### src/rtl/dci_pkg.sv
// constants, types and decode helpers for the ddr3 command/address pin interface
package dci_pkg;

  // pin widths of the x8 part
  localparam int unsigned ADDR_W = 15; // row address and mode register opcode
  localparam int unsigned BA_W = 3; // bank address
  localparam int unsigned COL_W = 10; // column address
  localparam int unsigned DQ_W = 8; // data byte
  localparam int unsigned NBANK = 8; // banks selected by the bank address

  // apb register byte offsets
  localparam logic [7:0] OFS_CTRL = 8'h00; // control
  localparam logic [7:0] OFS_STATUS = 8'h04; // power state and open banks
  localparam logic [7:0] OFS_MR0 = 8'h08; // mode register 0
  localparam logic [7:0] OFS_MR1 = 8'h0c; // mode register 1
  localparam logic [7:0] OFS_MR2 = 8'h10; // mode register 2
  localparam logic [7:0] OFS_MR3 = 8'h14; // mode register 3
  localparam logic [7:0] OFS_CMDCNT = 8'h18; // accepted command count

  // control and status field positions
  localparam int unsigned CTRL_DEC_EN_BIT = 0; // command decode enable
  localparam logic CTRL_DEC_EN_RST = 1'b1; // decode on after reset
  localparam int unsigned STAT_PS_LSB = 0; // power state, one-hot, 4 bits
  localparam int unsigned STAT_OPEN_LSB = 8; // open bank mask, 8 bits
  localparam int unsigned STAT_WR_BIT = 16; // write burst in progress
  localparam logic [ADDR_W-1:0] MR_RST = 15'h0000; // mode register reset value

  // mode register fields
  localparam int unsigned MR0_BL_LSB = 0; // burst length field, 2 bits
  localparam logic [1:0] BL_OTF = 2'h1; // chop selected on the fly
  localparam logic [1:0] BL_BC4 = 2'h2; // fixed chopped burst
  localparam int unsigned MR1_TDQS_BIT = 11; // 1: pin is termination strobe
  localparam int unsigned MR1_RTT2_BIT = 9; // nominal termination bits
  localparam int unsigned MR1_RTT1_BIT = 6;
  localparam int unsigned MR1_RTT0_BIT = 2;
  localparam int unsigned MR2_RTTWR_LSB = 9; // write termination field, 2 bits
  localparam int unsigned AP_BIT = 10; // auto-precharge / precharge-all
  localparam int unsigned BC_BIT = 12; // burst chop, low means chopped

  // burst beat counts
  localparam logic [3:0] BEATS_BL8 = 4'h8;
  localparam logic [3:0] BEATS_BC4 = 4'h4;

  // decoded commands
  typedef enum logic [3:0] {
    CMD_DES = 4'h0, CMD_NOP = 4'h1, CMD_ACT = 4'h2, CMD_RD = 4'h3, CMD_WR = 4'h4,
    CMD_PRE = 4'h5, CMD_REF = 4'h6, CMD_MRS = 4'h7, CMD_ZQC = 4'h8
  } dci_cmd_type;

  // power states, one-hot
  typedef enum logic [3:0] {
    PS_ACTIVE = 4'b0001, PS_PD_PRE = 4'b0010, PS_PD_ACT = 4'b0100, PS_SELF_REF = 4'b1000
  } dci_ps_type;

  // command truth table on chip select, row strobe, column strobe and write enable
  function automatic dci_cmd_type dci_decode(input logic cs_n, input logic ras_n,
                                             input logic cas_n, input logic we_n);
    dci_cmd_type c;
    c = CMD_DES;
    if (!cs_n)
    begin
      case ({ras_n, cas_n, we_n})
        3'b011: c = CMD_ACT;
        3'b101: c = CMD_RD;
        3'b100: c = CMD_WR;
        3'b010: c = CMD_PRE;
        3'b001: c = CMD_REF;
        3'b000: c = CMD_MRS;
        3'b110: c = CMD_ZQC;
        default: c = CMD_NOP;
      endcase
    end
    return c;
  endfunction : dci_decode

  // true for an offset that holds a register
  function automatic logic dci_mapped(input logic [7:0] ofs);
    return (ofs == OFS_CTRL) || (ofs == OFS_STATUS) || (ofs == OFS_MR0) ||
           (ofs == OFS_MR1) || (ofs == OFS_MR2) || (ofs == OFS_MR3) || (ofs == OFS_CMDCNT);
  endfunction : dci_mapped

endpackage : dci_pkg

### src/rtl/dci_ca_port.sv
// ddr3 x8 command, address and control pin interface with apb register access
`timescale 1ns/1ps
`default_nettype none
// Summary of operation
// - capture control and address at clock rise
// - clock enable high runs clocks, buffers, drivers
// - clock enable low picks power-down or self-refresh
// - self-refresh exit sees asynchronous clock enable
// - power-down keeps only clock, odt, cke buffers
// - self-refresh keeps only the clock enable buffer
// - chip select high masks the command
// - command decoded from strobes and chip select
// - masked write beats are discarded
// - data mask sampled on both strobe edges
// - mr1 bit 11 picks mask or termination strobe
// - bank address selects the targeted bank
// - bank address picks mode register on mrs
// - a10 high on access means auto-precharge
// - a10 high on precharge closes all banks
// - row from a0-a14, column from address
// - mrs loads address as opcode
// - a12 low chops burst when on-the-fly
// - odt terminates data, strobes, mask, tdqs_n
// - odt ignored when all termination disabled
// - bit 11 clear means pure data mask
module dci_ca_port
  import dci_pkg::*;
(
  input wire logic pclk,
  input wire logic presetn,
  // apb slave
  input wire logic psel,
  input wire logic penable,
  input wire logic pwrite,
  input wire logic [7:0] paddr,
  input wire logic [31:0] pwdata,
  output logic [31:0] prdata,
  output logic pready,
  output logic pslverr,
  // command and address pins, sampled on the clock rise
  input wire logic cke,
  input wire logic cs_n,
  input wire logic ras_n,
  input wire logic cas_n,
  input wire logic we_n,
  input wire logic [BA_W-1:0] ba,
  input wire logic [ADDR_W-1:0] addr,
  input wire logic odt,
  // write data pins
  input wire logic dqs,
  input wire logic [DQ_W-1:0] dq,
  input wire logic dm_tdqs,
  // decoded command
  output logic cmd_valid,
  output dci_cmd_type cmd_code,
  output logic [BA_W-1:0] cmd_bank,
  output logic [ADDR_W-1:0] cmd_row,
  output logic [COL_W-1:0] cmd_col,
  output logic cmd_auto_pre,
  output logic cmd_pre_all,
  output logic cmd_chop,
  // write beats after masking
  output logic beat_valid,
  output logic [DQ_W-1:0] beat_data,
  output logic beat_keep,
  // power and termination controls
  output logic int_clk_en,
  output logic out_drv_en,
  output logic ca_buf_en,
  output logic ck_buf_en,
  output logic odt_buf_en,
  output logic term_en,
  output logic term_tdqs_n_en,
  output logic mask_mode
);

  // whole module state
  typedef struct packed {
    dci_ps_type ps; // power state
    logic cke_s1; // clock enable synchroniser, first stage
    logic cke_s2; // second stage
    logic cke_s3; // history for rise detection
    logic odt_q; // registered termination request
    logic [3:0][ADDR_W-1:0] mr; // mode registers 0..3
    logic dec_en; // software decode enable
    logic [NBANK-1:0] open_banks; // banks with an open row
    logic [15:0] cmd_cnt; // accepted commands
    logic cmd_valid;
    dci_cmd_type cmd;
    logic [BA_W-1:0] bank;
    logic [ADDR_W-1:0] row;
    logic [COL_W-1:0] col;
    logic auto_pre;
    logic pre_all;
    logic chop;
    logic dqs_q; // previous strobe level
    logic wr_active; // write burst window
    logic [3:0] beats_left; // beats still expected
    logic beat_valid;
    logic [DQ_W-1:0] beat_data;
    logic beat_keep;
    logic [31:0] prdata;
  } dci_state_type;

  dci_state_type st_reg; // registered state
  dci_state_type st_next; // next state
  dci_cmd_type cmd_in; // command on the pins this cycle
  logic rtt_on; // some termination enabled
  logic tdqs_mode; // pin is termination strobe
  logic chop_in; // chop decision for this access
  logic apb_wr; // apb write access phase
  logic [31:0] rd_word; // read mux

  // termination and pin mode from the mode registers
  always_comb
  begin
    rtt_on = st_reg.mr[1][MR1_RTT2_BIT] | st_reg.mr[1][MR1_RTT1_BIT] |
             st_reg.mr[1][MR1_RTT0_BIT] | (|st_reg.mr[2][MR2_RTTWR_LSB +: 2]);
    tdqs_mode = st_reg.mr[1][MR1_TDQS_BIT];
    cmd_in = dci_decode(cs_n, ras_n, cas_n, we_n);
    // fixed mode decides unless on-the-fly, then a12 low chops
    if (st_reg.mr[0][MR0_BL_LSB +: 2] == BL_OTF)
    begin
      chop_in = !addr[BC_BIT];
    end
    else
    begin
      chop_in = (st_reg.mr[0][MR0_BL_LSB +: 2] == BL_BC4);
    end
    apb_wr = psel && penable && pwrite;
  end

  // read mux, unmapped offsets read zero
  always_comb
  begin
    rd_word = 32'h0000_0000;
    case (paddr)
      OFS_CTRL: rd_word[CTRL_DEC_EN_BIT] = st_reg.dec_en;
      OFS_STATUS:
      begin
        rd_word[STAT_PS_LSB +: 4] = st_reg.ps;
        rd_word[STAT_OPEN_LSB +: NBANK] = st_reg.open_banks;
        rd_word[STAT_WR_BIT] = st_reg.wr_active;
      end
      OFS_MR0: rd_word[ADDR_W-1:0] = st_reg.mr[0];
      OFS_MR1: rd_word[ADDR_W-1:0] = st_reg.mr[1];
      OFS_MR2: rd_word[ADDR_W-1:0] = st_reg.mr[2];
      OFS_MR3: rd_word[ADDR_W-1:0] = st_reg.mr[3];
      OFS_CMDCNT: rd_word[15:0] = st_reg.cmd_cnt;
      default: rd_word = 32'h0000_0000;
    endcase
  end

  // next-state logic: the pins are taken at each rising edge of pclk
  always_comb
  begin
    st_next = st_reg;
    st_next.cmd_valid = 1'b0;
    st_next.beat_valid = 1'b0;
    // first stage feeds only the second; rise seen between second and third
    st_next.cke_s1 = cke;
    st_next.cke_s2 = st_reg.cke_s1;
    st_next.cke_s3 = st_reg.cke_s2;
    st_next.dqs_q = dqs;
    // odt receiver is dead in self-refresh
    st_next.odt_q = (st_reg.ps == PS_SELF_REF) ? 1'b0 : odt;

    // apb read data registered in the setup cycle
    if (psel && !penable)
    begin
      st_next.prdata = rd_word;
    end
    // apb writes; an mrs in the same cycle overrides below
    if (apb_wr)
    begin
      case (paddr)
        OFS_CTRL: st_next.dec_en = pwdata[CTRL_DEC_EN_BIT];
        OFS_MR0: st_next.mr[0] = pwdata[ADDR_W-1:0];
        OFS_MR1: st_next.mr[1] = pwdata[ADDR_W-1:0];
        OFS_MR2: st_next.mr[2] = pwdata[ADDR_W-1:0];
        OFS_MR3: st_next.mr[3] = pwdata[ADDR_W-1:0];
        default: st_next.dec_en = st_reg.dec_en; // read-only or unmapped
      endcase
    end

    // write beats on either strobe edge; clock enable stays high here
    if (st_reg.wr_active && (dqs != st_reg.dqs_q))
    begin
      st_next.beat_valid = 1'b1;
      st_next.beat_data = dq;
      st_next.beat_keep = !(dm_tdqs && !tdqs_mode);
      st_next.beats_left = st_reg.beats_left - 4'h1;
      if (st_reg.beats_left == 4'h1)
      begin
        st_next.wr_active = 1'b0;
      end
    end

    case (st_reg.ps)
      PS_ACTIVE:
      begin
        if (!cke)
        begin
          // clock enable low stops the core; a refresh with all banks closed picks self-refresh, else bank state picks the power-down
          if (cmd_in == CMD_REF && st_reg.open_banks == '0)
          begin
            st_next.ps = PS_SELF_REF;
          end
          else if (st_reg.open_banks != '0)
          begin
            st_next.ps = PS_PD_ACT;
          end
          else
          begin
            st_next.ps = PS_PD_PRE;
          end
        end
        else if (st_reg.dec_en && cmd_in != CMD_DES && cmd_in != CMD_NOP)
        begin
          st_next.cmd_valid = 1'b1;
          st_next.cmd = cmd_in;
          st_next.bank = ba;
          st_next.cmd_cnt = st_reg.cmd_cnt + 16'h0001;
          st_next.auto_pre = 1'b0;
          st_next.pre_all = 1'b0;
          st_next.chop = 1'b0;
          case (cmd_in)
            CMD_ACT:
            begin
              st_next.row = addr;
              st_next.open_banks[ba] = 1'b1;
            end
            CMD_RD, CMD_WR:
            begin
              st_next.col = addr[COL_W-1:0];
              st_next.auto_pre = addr[AP_BIT];
              st_next.chop = chop_in;
              if (addr[AP_BIT])
              begin
                st_next.open_banks[ba] = 1'b0;
              end
              if (cmd_in == CMD_WR)
              begin
                st_next.wr_active = 1'b1;
                st_next.beats_left = chop_in ? BEATS_BC4 : BEATS_BL8;
              end
            end
            CMD_PRE:
            begin
              st_next.pre_all = addr[AP_BIT];
              if (addr[AP_BIT])
              begin
                st_next.open_banks = '0;
              end
              else
              begin
                st_next.open_banks[ba] = 1'b0;
              end
            end
            CMD_MRS:
            begin
              // low two bank bits choose the register, bank bit 2 unused
              st_next.mr[ba[1:0]] = addr;
            end
            default:
            begin
              // refresh and calibration only pass through
              st_next.row = st_reg.row;
            end
          endcase
        end
      end
      PS_PD_PRE, PS_PD_ACT:
      begin
        // clock enable receiver stays live in power-down
        if (cke)
        begin
          st_next.ps = PS_ACTIVE;
        end
      end
      PS_SELF_REF:
      begin
        // exit only on a synchronised rise, so the stale high at entry is ignored
        if (st_reg.cke_s2 && !st_reg.cke_s3)
        begin
          st_next.ps = PS_ACTIVE;
        end
      end
      default: st_next.ps = PS_ACTIVE;
    endcase
  end

  // state register
  always_ff @(posedge pclk or negedge presetn)
  begin
    if (!presetn)
    begin
      st_reg <= '0;
      st_reg.ps <= PS_ACTIVE;
      st_reg.dec_en <= CTRL_DEC_EN_RST;
      st_reg.mr <= {4{MR_RST}};
      st_reg.cmd <= CMD_DES;
    end
    else
    begin
      st_reg <= st_next;
    end
  end

  // apb answers with no wait state
  assign pready = 1'b1;
  assign pslverr = psel && penable && !dci_mapped(paddr);
  assign prdata = st_reg.prdata;

  // decoded command and write beat outputs
  assign cmd_valid = st_reg.cmd_valid;
  assign cmd_code = st_reg.cmd;
  assign cmd_bank = st_reg.bank;
  assign cmd_row = st_reg.row;
  assign cmd_col = st_reg.col;
  assign cmd_auto_pre = st_reg.auto_pre;
  assign cmd_pre_all = st_reg.pre_all;
  assign cmd_chop = st_reg.chop;
  assign beat_valid = st_reg.beat_valid;
  assign beat_data = st_reg.beat_data;
  assign beat_keep = st_reg.beat_keep;

  // power gating from the power state
  assign int_clk_en = (st_reg.ps == PS_ACTIVE);
  assign out_drv_en = (st_reg.ps == PS_ACTIVE);
  assign ca_buf_en = (st_reg.ps == PS_ACTIVE);
  assign ck_buf_en = (st_reg.ps != PS_SELF_REF);
  assign odt_buf_en = (st_reg.ps != PS_SELF_REF);
  // termination only while enabled in a mode register
  assign term_en = st_reg.odt_q && rtt_on;
  assign term_tdqs_n_en = term_en && tdqs_mode;
  assign mask_mode = !tdqs_mode;
endmodule : dci_ca_port
`default_nettype wire

### config.mk
export PLATFORM = sky130hd
export DESIGN_NAME = dci_ca_port
export DESIGN_NICKNAME = d
export VERILOG_FILES = /design/src/rtl/dci_pkg.sv /design/src/rtl/dci_ca_port.sv
export SDC_FILE = /design/constraint.sdc
export NUM_CORES = 1
export LEC_CHECK = 0
export BUFFER_PORTS_ARGS = -buffer_cell sky130_fd_sc_hd__buf_2
export CAP_MARGIN = 30
export CORE_MARGIN = 5
export CORE_UTILIZATION = 45
export CTS_CLUSTER_DIAMETER = 200
export DETAILED_ROUTE_END_ITERATION = 7
export PLACE_DENSITY = 0.71
export SYNTH_ARGS = -nofsm -noshare
export SYNTH_HDL_FRONTEND = slang
export SYNTH_SLANG_ARGS = --single-unit
### constraint.sdc
create_clock -name pclk -period 3 [get_ports pclk]
set_clock_uncertainty 0.1 [all_clocks]
set_input_delay 0 -clock pclk [delete_from_list [all_inputs] [get_ports pclk]]
set_output_delay 0 -clock pclk [all_outputs]
set_load 0.01 [all_outputs]
* After elaboration in Yosys (flattened, before gate mapping)
Cells that the tools add are included.
** Cells by class
- Add/subtract/negate cells :: 2
- Order comparisons :: 4
- Equality and inequality tests :: 32
- Muxes and demuxes :: 49
- Bitwise operators :: 6
- Reductions and logical operators :: 41
** Operators by type and width (number)
- $mux 60 :: 4
- $mux 36 :: 3
- $mux 15 :: 7
- $mux 61 :: 1
- $bwmux 60 :: 1
- $pmux 7 s6 :: 1
- $demux 15 s2 :: 1
- $pmux 4 s7 :: 1
- $mux 5 :: 5
- $eq 8x5->1 const B :: 3
- $mux 4 :: 6
- $pmux 8 s3 :: 1
- $eq 4x3->1 const B :: 5
- $pmux 4 s5 :: 1
- $pmux 3 s6 :: 1
- $add 16x1->16 const B :: 1
- $eq 8x4->1 const B :: 2
- $logic_not 8->1 :: 2
- $mux 8 :: 2
- $logic_and 1x1->1 :: 14
- $eq 4x2->1 const B :: 3
- $pmux 4 s3 :: 1
- $mux 11 :: 1
- $eq 3x3->1 const B :: 3
- other kinds (37) :: 64
** Storage, ports and cells
- Register bits after elaboration :: 162
- Output and inout bits :: 88

* Logic depth before layout (Yosys ltp)
Gate-level depths: netlist of the first run.
- Depth after elaboration :: 9
- Mapped depth :: 7
- Mapped depth without buffers :: 5

* Worst setup path after synthesis of the first run
OpenSTA, ideal clock, no wires.
- Kind :: register to register
- From :: register st_reg[173] (netlist name)
- To :: register st_reg, in the netlist cmd_row[10]
- Setup time :: 0.125 ns
- Data arrival time :: 2.181 ns
- Data required time :: 2.775 ns
- Slack :: 0.594 ns
- Stages on the path, launching flop included :: 8
- Path buffers :: 3
- Cell sequence :: dfstp_2 > buf_2 > or4b_4 > buf_6 > inv_1 > nand3_2 > clkbuf_1 > mux2_2
** Between the ends
- Longest elaborated chain between the ends :: 2
** Ends and longest elaborated chain
- start, declared :: RTL line dci_ca_port.sv:105 : dci_state_type st_reg;
- start signal, assigned :: RTL line dci_ca_port.sv:306 : st_reg <= st_next;
- $eq 4x1->1
- named net ca_buf_en :: RTL line dci_ca_port.sv:69 : output logic ca_buf_en,
- $reduce_and 4->1 (no line)
The timed path passes the listed nets, and every way through them passes these cells.
A chain may end at the register's enable or synchronous reset.

==> flow_metrics.py, run 1 <==
metrics = {
    "final_layout": {
        "mostFrequentLayoutCells": "160 x dfrtp_1, 132 x buf_2, 87 x o21ai_0, 86 x nand2_1, 68 x mux2i_1",
        "nets": 1032,
        "multi_input_area_sq_um": 3730,
        "final_common_cell": "dfrtp_1",
        "fillCellCount": 1617,
        "drive_gt1_share_pct": 27.6,
        "regArea_sq_um": 4060,
        "syn_to_final_growth_pct": 20.7,
        "diodes": 0,
        "largest_reg_flops": 97,
        "postLayoutCellArea_sq_um": 10300,
    },
    "cts": {
        "clock_latency_ns": 0.43,
        "post-cts-setup-buffer-count": 0,
        "clockBufferDepth": 2,
        "cts_tree": "done",
        "clock_sinks": 162,
        "cts_root_buffer": "clkbuf_16",
        "cts_buffers": 17,
        "cts.reportedPaths.clkPinSlew_ns": 0.06,
        "cts_max_level": 4,
    },
    "critical_path": {
        "cp_slowest_stage_delay_ns": 0.61,
        "worstSetupEndpointType": "register",
        "cp.buffers_inverters": 2,
        "critPathLaunchType": "register",
        "cp_cell_sequence": "or4b_4, nor4_2, buf_6, o21ai_0, dlygate4sd3_1",
        "crit_fanout": 30,
        "cp.required_ns": 3.21,
        "path_delay_family": "simple AND/OR/NAND/NOR gates",
        "crit_type": "reg -> reg",
        "crit_slowest_cell": "dfstp_2",
        "arrival_ns": 3.05,
    },
    "sta": {
        "fin_crit_ns": 2.83,
        "drv_slew": 0,
        "tightestPinTransition_ns": 0.830,
        "hold_viol": 0,
        "rsz0062_at_grt": "no",
        "tns_ns": 0,
        "fmax_mhz": 353,
        "period_share_pct": 94.5,
        "finalSetupViolations": 0,
        "relSlewSlack_pct": 44.5,
    },
    "grt": {
        "grt_util_all_layers_pct": 21.6,
        "grt_pass1_vias": 6691,
        "antenna_found_initial": 0,
        "grt_first_pass_wirelength_microns": 36900,
        "grt-ovfl-total": 0,
        "grt_max_degree": 67,
    },
    "die": {
        "io_pins": 167,
        "fp.dieH_microns": 148,
        "dieArea_sq_um": 21800,
        "rows": 50,
        "core-area_sq_um": 18600,
        "die_x_microns": 148,
        "start_util_pct": 45.7,
    },
    "logic_synthesis": {
        "synth_edf_count": 0,
        "synth-xor-area-share_pct": 2.16,
        "yosysSeqAreaShare_pct": 47.6,
        "synth_ff_type": "dfrtp_1",
        "synthAdderAreaFrac_pct": 0.558,
        "synthMuxAreaShare_pct": 15.3,
        "yosys.area_share.simple_pct": 13.5,
        "yosysUniqueCellTypes": 65,
        "ys_ff_latch": 162,
        "synth.avg_cell_area_sq_um": 10.5,
        "synth_top_family_by_area": "multiplexers",
        "async_flop_share_pct": 100,
        "syn_inst": 813,
        "yosys_warnings": 0,
        "synth_compound_area_share_pct": 11.3,
        "synthesis.area_sq_um": 8520,
    },
    "route": {
        "drtIter0Drc": 612,
        "avgViaCountPerCell": 5.56,
        "dr.max_layer_used": "met4",
        "wl_met1_microns": 10300,
        "drt_wl_total_microns": 23100,
        "drc_errors": 0,
        "ant_nets": 0,
        "wl_per_cell_microns": 19.3,
        "met2WireLength_microns": 10900,
        "met3RoutedLength_microns": 1460,
        "dr_total_vias": 6651,
        "drtPass1Iterations": 5,
    },
    "power_and_ir_drop": {
        "vdd_drop_max_v": 0.000430,
        "power_density_nw_per_um2": 500,
        "p_leak_nw": 5.13,
    },
    "hold_path": {
        "hold_path.class": "in -> reg",
    },
    "job": {
        "maxCapViolCount": 0,
    },
    "placed_design": {
        "postPlaceCellArea_sq_um": 8980,
        "portBuffers": 133,
        "gp_congestion": 0.852,
        "dp_hpwl_microns": 15700,
    },
    "outcome": {
        "outcome": "finished clean",
    },
}
## final timing paths
check,startpoint,to,slack (ns),depth (start not counted)
setup / recovery,st_reg[173],st_reg[148],0.17,5
hold reg to reg,st_next[171],st_next[170],0.26,0
setup reg to reg,st_reg[173],st_reg[148],0.17,5
hold / removal,paddr[0],prdata[14],0.03,5
max in group asynchronous,presetn,st_reg[108],2.34,3
min in group asynchronous,presetn,prdata[16],0.04,3
## metrics by stage
step / util [%] / std cells / setup WS, ns / hold slack [ns] / total power, mW
after detailed placement: 48.2 / 1096 / 0.630 / -0.146 / 2.91
after global placement: 48.2 / 1096 / 0.670 / -0.147 / 2.90
final: 55.1 / 1197 / 0.166 / 0.0264 / 5.14
after CTS: 55.0 / 1194 / 0.155 / 0.0179 / 5.18
after floorplan: - / 827 / 0.594 / -0.396 / 2.76
after global routing: 55.1 / 1197 / 0.0504 / 0.0697 / 5.35
## layer usage
metal  vias to the layer above  GRT usage [%]
li1                       3096              -
met5                         -              0
met4                         0           7.92
met1                      3269           30.0
met2                       251           33.7
met3                        35           4.38
## cell families (layout without fill, tap and decap cells)
group | count (synthesis) | in the layout
and+or+nand+nor | 216 | 216
AOI/OAI and AO/OA | 155 | 155
xor gates and xnor gates | 21 | 21
other | 2 | 16
buffers and inverters | 131 | 267
muxes | 122 | 122
DFF | 162 | 162
adders and majority gates | 4 | 4
## where the power goes
group	leakage, nW	internal [mW]	switching, mW	total (mW)
clock	0.286	1.30	0.915	2.21
sequential	2.20	2.26	0.0649	2.33
combinational	2.63	0.254	0.351	0.605
total	5.13	3.81	1.33	5.14
## tightest hold or removal path: stages
cell and delay [ns]:
buf_2 0.11, or3b_2 0.13, nor3_1 0.06, a21oi_1 0.12, a31oi_1 0.09
## cell usage after synthesis, types with 10 or more instances
| cell type | number | share of area (%) |
|---|---|---|
| o21ai_0 | 87 | 5.1 |
| inv_1 | 10 | 0.44 |
| mux2_2 | 53 | 7.0 |
| nand3_1 | 11 | 0.65 |
| nand2_1 | 86 | 3.8 |
| nor2_1 | 28 | 1.2 |
| dfrtp_1 | 160 | 47 |
| clkbuf_1 | 32 | 1.4 |
| buf_4 | 76 | 6.7 |
| mux2i_1 | 68 | 8.0 |
| xnor2_1 | 15 | 1.5 |
| nand4_1 | 14 | 1.0 |
| a21oi_1 | 14 | 0.82 |
## what timing repair did
action,in CTS,in global routing
hold endpoints to repair,280,1
gates resized for setup,0,1
hold buffers,66,2
endpoints found under the setup margin,0,3
## layout make-up
| class | instances | area share [%] |
|---|---|---|
| Clock buffer | 21 | 4.58 |
| Clock inverter | 11 | 1.24 |
| Inverter | 10 | 0.365 |
| Multi-Input combinational cell | 534 | 36.3 |
| Sequential cell | 162 | 39.5 |
| Tap cell | 234 | 2.85 |
| Timing Repair Buffer | 225 | 15.2 |
(Power assumes the default switching activity.)
==> run 2, diff against run 1 <==
--- a/config.mk
+++ b/config.mk
@@ -8,10 +8,11 @@
 export BUFFER_PORTS_ARGS = -buffer_cell sky130_fd_sc_hd__buf_2
 export CAP_MARGIN = 30
 export CORE_MARGIN = 5
-export CORE_UTILIZATION = 45
+export CORE_UTILIZATION = 56
 export CTS_CLUSTER_DIAMETER = 200
 export DETAILED_ROUTE_END_ITERATION = 7
-export PLACE_DENSITY = 0.71
+export PLACE_DENSITY = 0.85
+export SLEW_MARGIN = 10
 export SYNTH_ARGS = -nofsm -noshare
 export SYNTH_HDL_FRONTEND = slang
 export SYNTH_SLANG_ARGS = --single-unit
==> flow_metrics.py, run 2 (same netlist as run 1, synthesis figures left out) <==
metrics = {
    "sta": {
        "tightestPinTransition_ns": 0.801,
        "fin_ws_ns": 0.0805,
        "relSlewSlack_pct": 46.5,
        "drv_slew": 0,
        "finalSetupViolations": 0,
        "tns_ns": 0,
        "hold_viol": 0,
        "rsz0062_at_grt": "no",
        "period_share_pct": 97.3,
        "fin_crit_ns": 2.92,
        "fmax_mhz": 343,
    },
    "route": {
        "wl_per_cell_microns": 20.6,
        "drt_wl_total_microns": 23600,
        "drc_errors": 0,
        "drtIter0Drc": 901,
        "avgViaCountPerCell": 6.04,
        "ant_nets": 0,
        "drtPass1Iterations": 6,
        "dr_total_vias": 6920,
    },
    "power_and_ir_drop": {
        "power_density_nw_per_um2": 508,
        "vdd_drop_max_v": 0.000378,
        "p_leak_nw": 5.09,
    },
    "placed_design": {
        "dp_hpwl_microns": 14900,
        "pre_cts_slack_ns": 0.664,
        "portBuffers": 133,
        "gp_congestion": 0.911,
    },
    "cts": {
        "cts_buffers": 17,
        "post-cts-setup-buffer-count": 0,
        "cts_max_level": 4,
        "cts_tree": "done",
        "cts_root_buffer": "clkbuf_16",
        "clock_sinks": 162,
        "clockBufferDepth": 2,
        "clock_latency_ns": 0.43,
        "cts.reportedPaths.clkPinSlew_ns": 0.06,
    },
    "critical_path": {
        "r2r_slack_ns": 0.08,
        "cp_cell_sequence": "or4b_4, nor4_2, buf_4, o21ai_0, dlygate4sd3_1",
        "cp.buffers_inverters": 2,
        "crit_type": "reg -> reg",
        "cp_slowest_stage_delay_ns": 0.61,
        "worstSetupEndpointType": "register",
        "critPathLaunchType": "register",
        "path_delay_family": "simple AND/OR/NAND/NOR gates",
        "arrival_ns": 3.13,
        "cp.required_ns": 3.21,
        "crit_fanout": 30,
        "crit_slowest_cell": "dfstp_2",
    },
    "final_layout": {
        "syn_to_final_growth_pct": 19.5,
        "final_common_cell": "dfrtp_1",
        "nets": 1026,
        "drive_gt1_share_pct": 27.1,
        "mostFrequentLayoutCells": "160 x dfrtp_1, 132 x buf_2, 87 x o21ai_0, 86 x nand2_1, 68 x mux2i_1",
        "largest_reg_flops": 97,
        "diodes": 0,
    },
    "grt": {
        "grt_util_all_layers_pct": 27.0,
        "grt_first_pass_wirelength_microns": 38000,
        "grt_max_degree": 76,
        "antenna_found_initial": 0,
        "grt_pass1_vias": 7075,
        "grt-ovfl-total": 0,
    },
    "die": {
        "die_x_microns": 133,
        "dieArea_sq_um": 17800,
        "core-area_sq_um": 15000,
        "fp.dieH_microns": 133,
        "rows": 45,
        "io_pins": 167,
        "start_util_pct": 56.7,
    },
    "job": {
        "maxCapViolCount": 0,
    },
    "hold_path": {
        "hold_path.class": "in -> reg",
    },
    "outcome": {
        "outcome": "finished clean",
    },
}
[run 2: cell count changes in the layout (fill, tap and decap cells not counted)]
cell / delta
clkinvlp_4: +1
clkbuf_8: -2
buf_4: -5
clkinv_2: -1
dlygate4sd3_1: -1
inv_6: -1
bufinv_16: +1
clkinv_4: -1
clkbuf_1: +2
inv_8: +1
[run 2: final timing paths]
| check | depth (start not counted) | endpoint | from |
|---|---|---|---|
| hold / removal | 5 | prdata[14] | paddr[0] |
| setup / recovery | 5 | st_reg[167] | st_reg[173] |
| min in group asynchronous | 2 | cmd_bank[2] | presetn |
| hold reg to reg | 0 | st_next[170] | st_next[171] |
| max in group asynchronous | 3 | cmd_code[1] | presetn |
| setup reg to reg | 5 | st_reg[167] | st_reg[173] |
[run 2: power breakdown]
part	total [mW]	internal [mW]	switching, mW
Clock	2.23	1.34	0.895
Sequential	2.33	2.26	0.0664
Combinational	0.612	0.249	0.363
[run 2: layout make-up]
class	instances	area (sq um)
clock buffer	21	450
inverter	10	37.5
tap	188	235
multi-input combinational	534	3730
timing repair buffer	219	1510
fill	1089	4850
sequential	162	4060
clock inverter	11	154
[run 2: timing repair]
| action | CTS | global route |
|---|---|---|
| endpoints found under the setup margin | 0 | 1 |
| hold buffers | 66 | 0 |
| endpoints found under the hold margin | 201 | 0 |
| gates resized for setup | 0 | 1 |
[run 2: routing by layer]
metal	track usage, %	wire [microns]
met2	42.3	11100
met5	0	0
met4	12.2	964
met1	34.9	9250
met3	8.19	2280
[run 2: stage by stage]
stage	cells	hold WS (ns)	power, mW	instance area, sq um	utilization, %
finish	1145	0.0499	5.17	10200	67.7
global route	1145	0.0787	5.37	10200	67.7
CTS	1145	0.0129	5.18	10200	67.7
detailed placement	1047	-0.0269	2.90	8910	59.3
global placement	1047	-0.0249	2.88	8910	59.3
floorplan	827	-0.396	2.76	8570	-
[run 2: tightest hold or removal path, stage by stage]
cell and delay [ns]:
buf_2 0.10, or3b_2 0.15, nor3_1 0.07, a21oi_1 0.13, a31oi_1 0.09
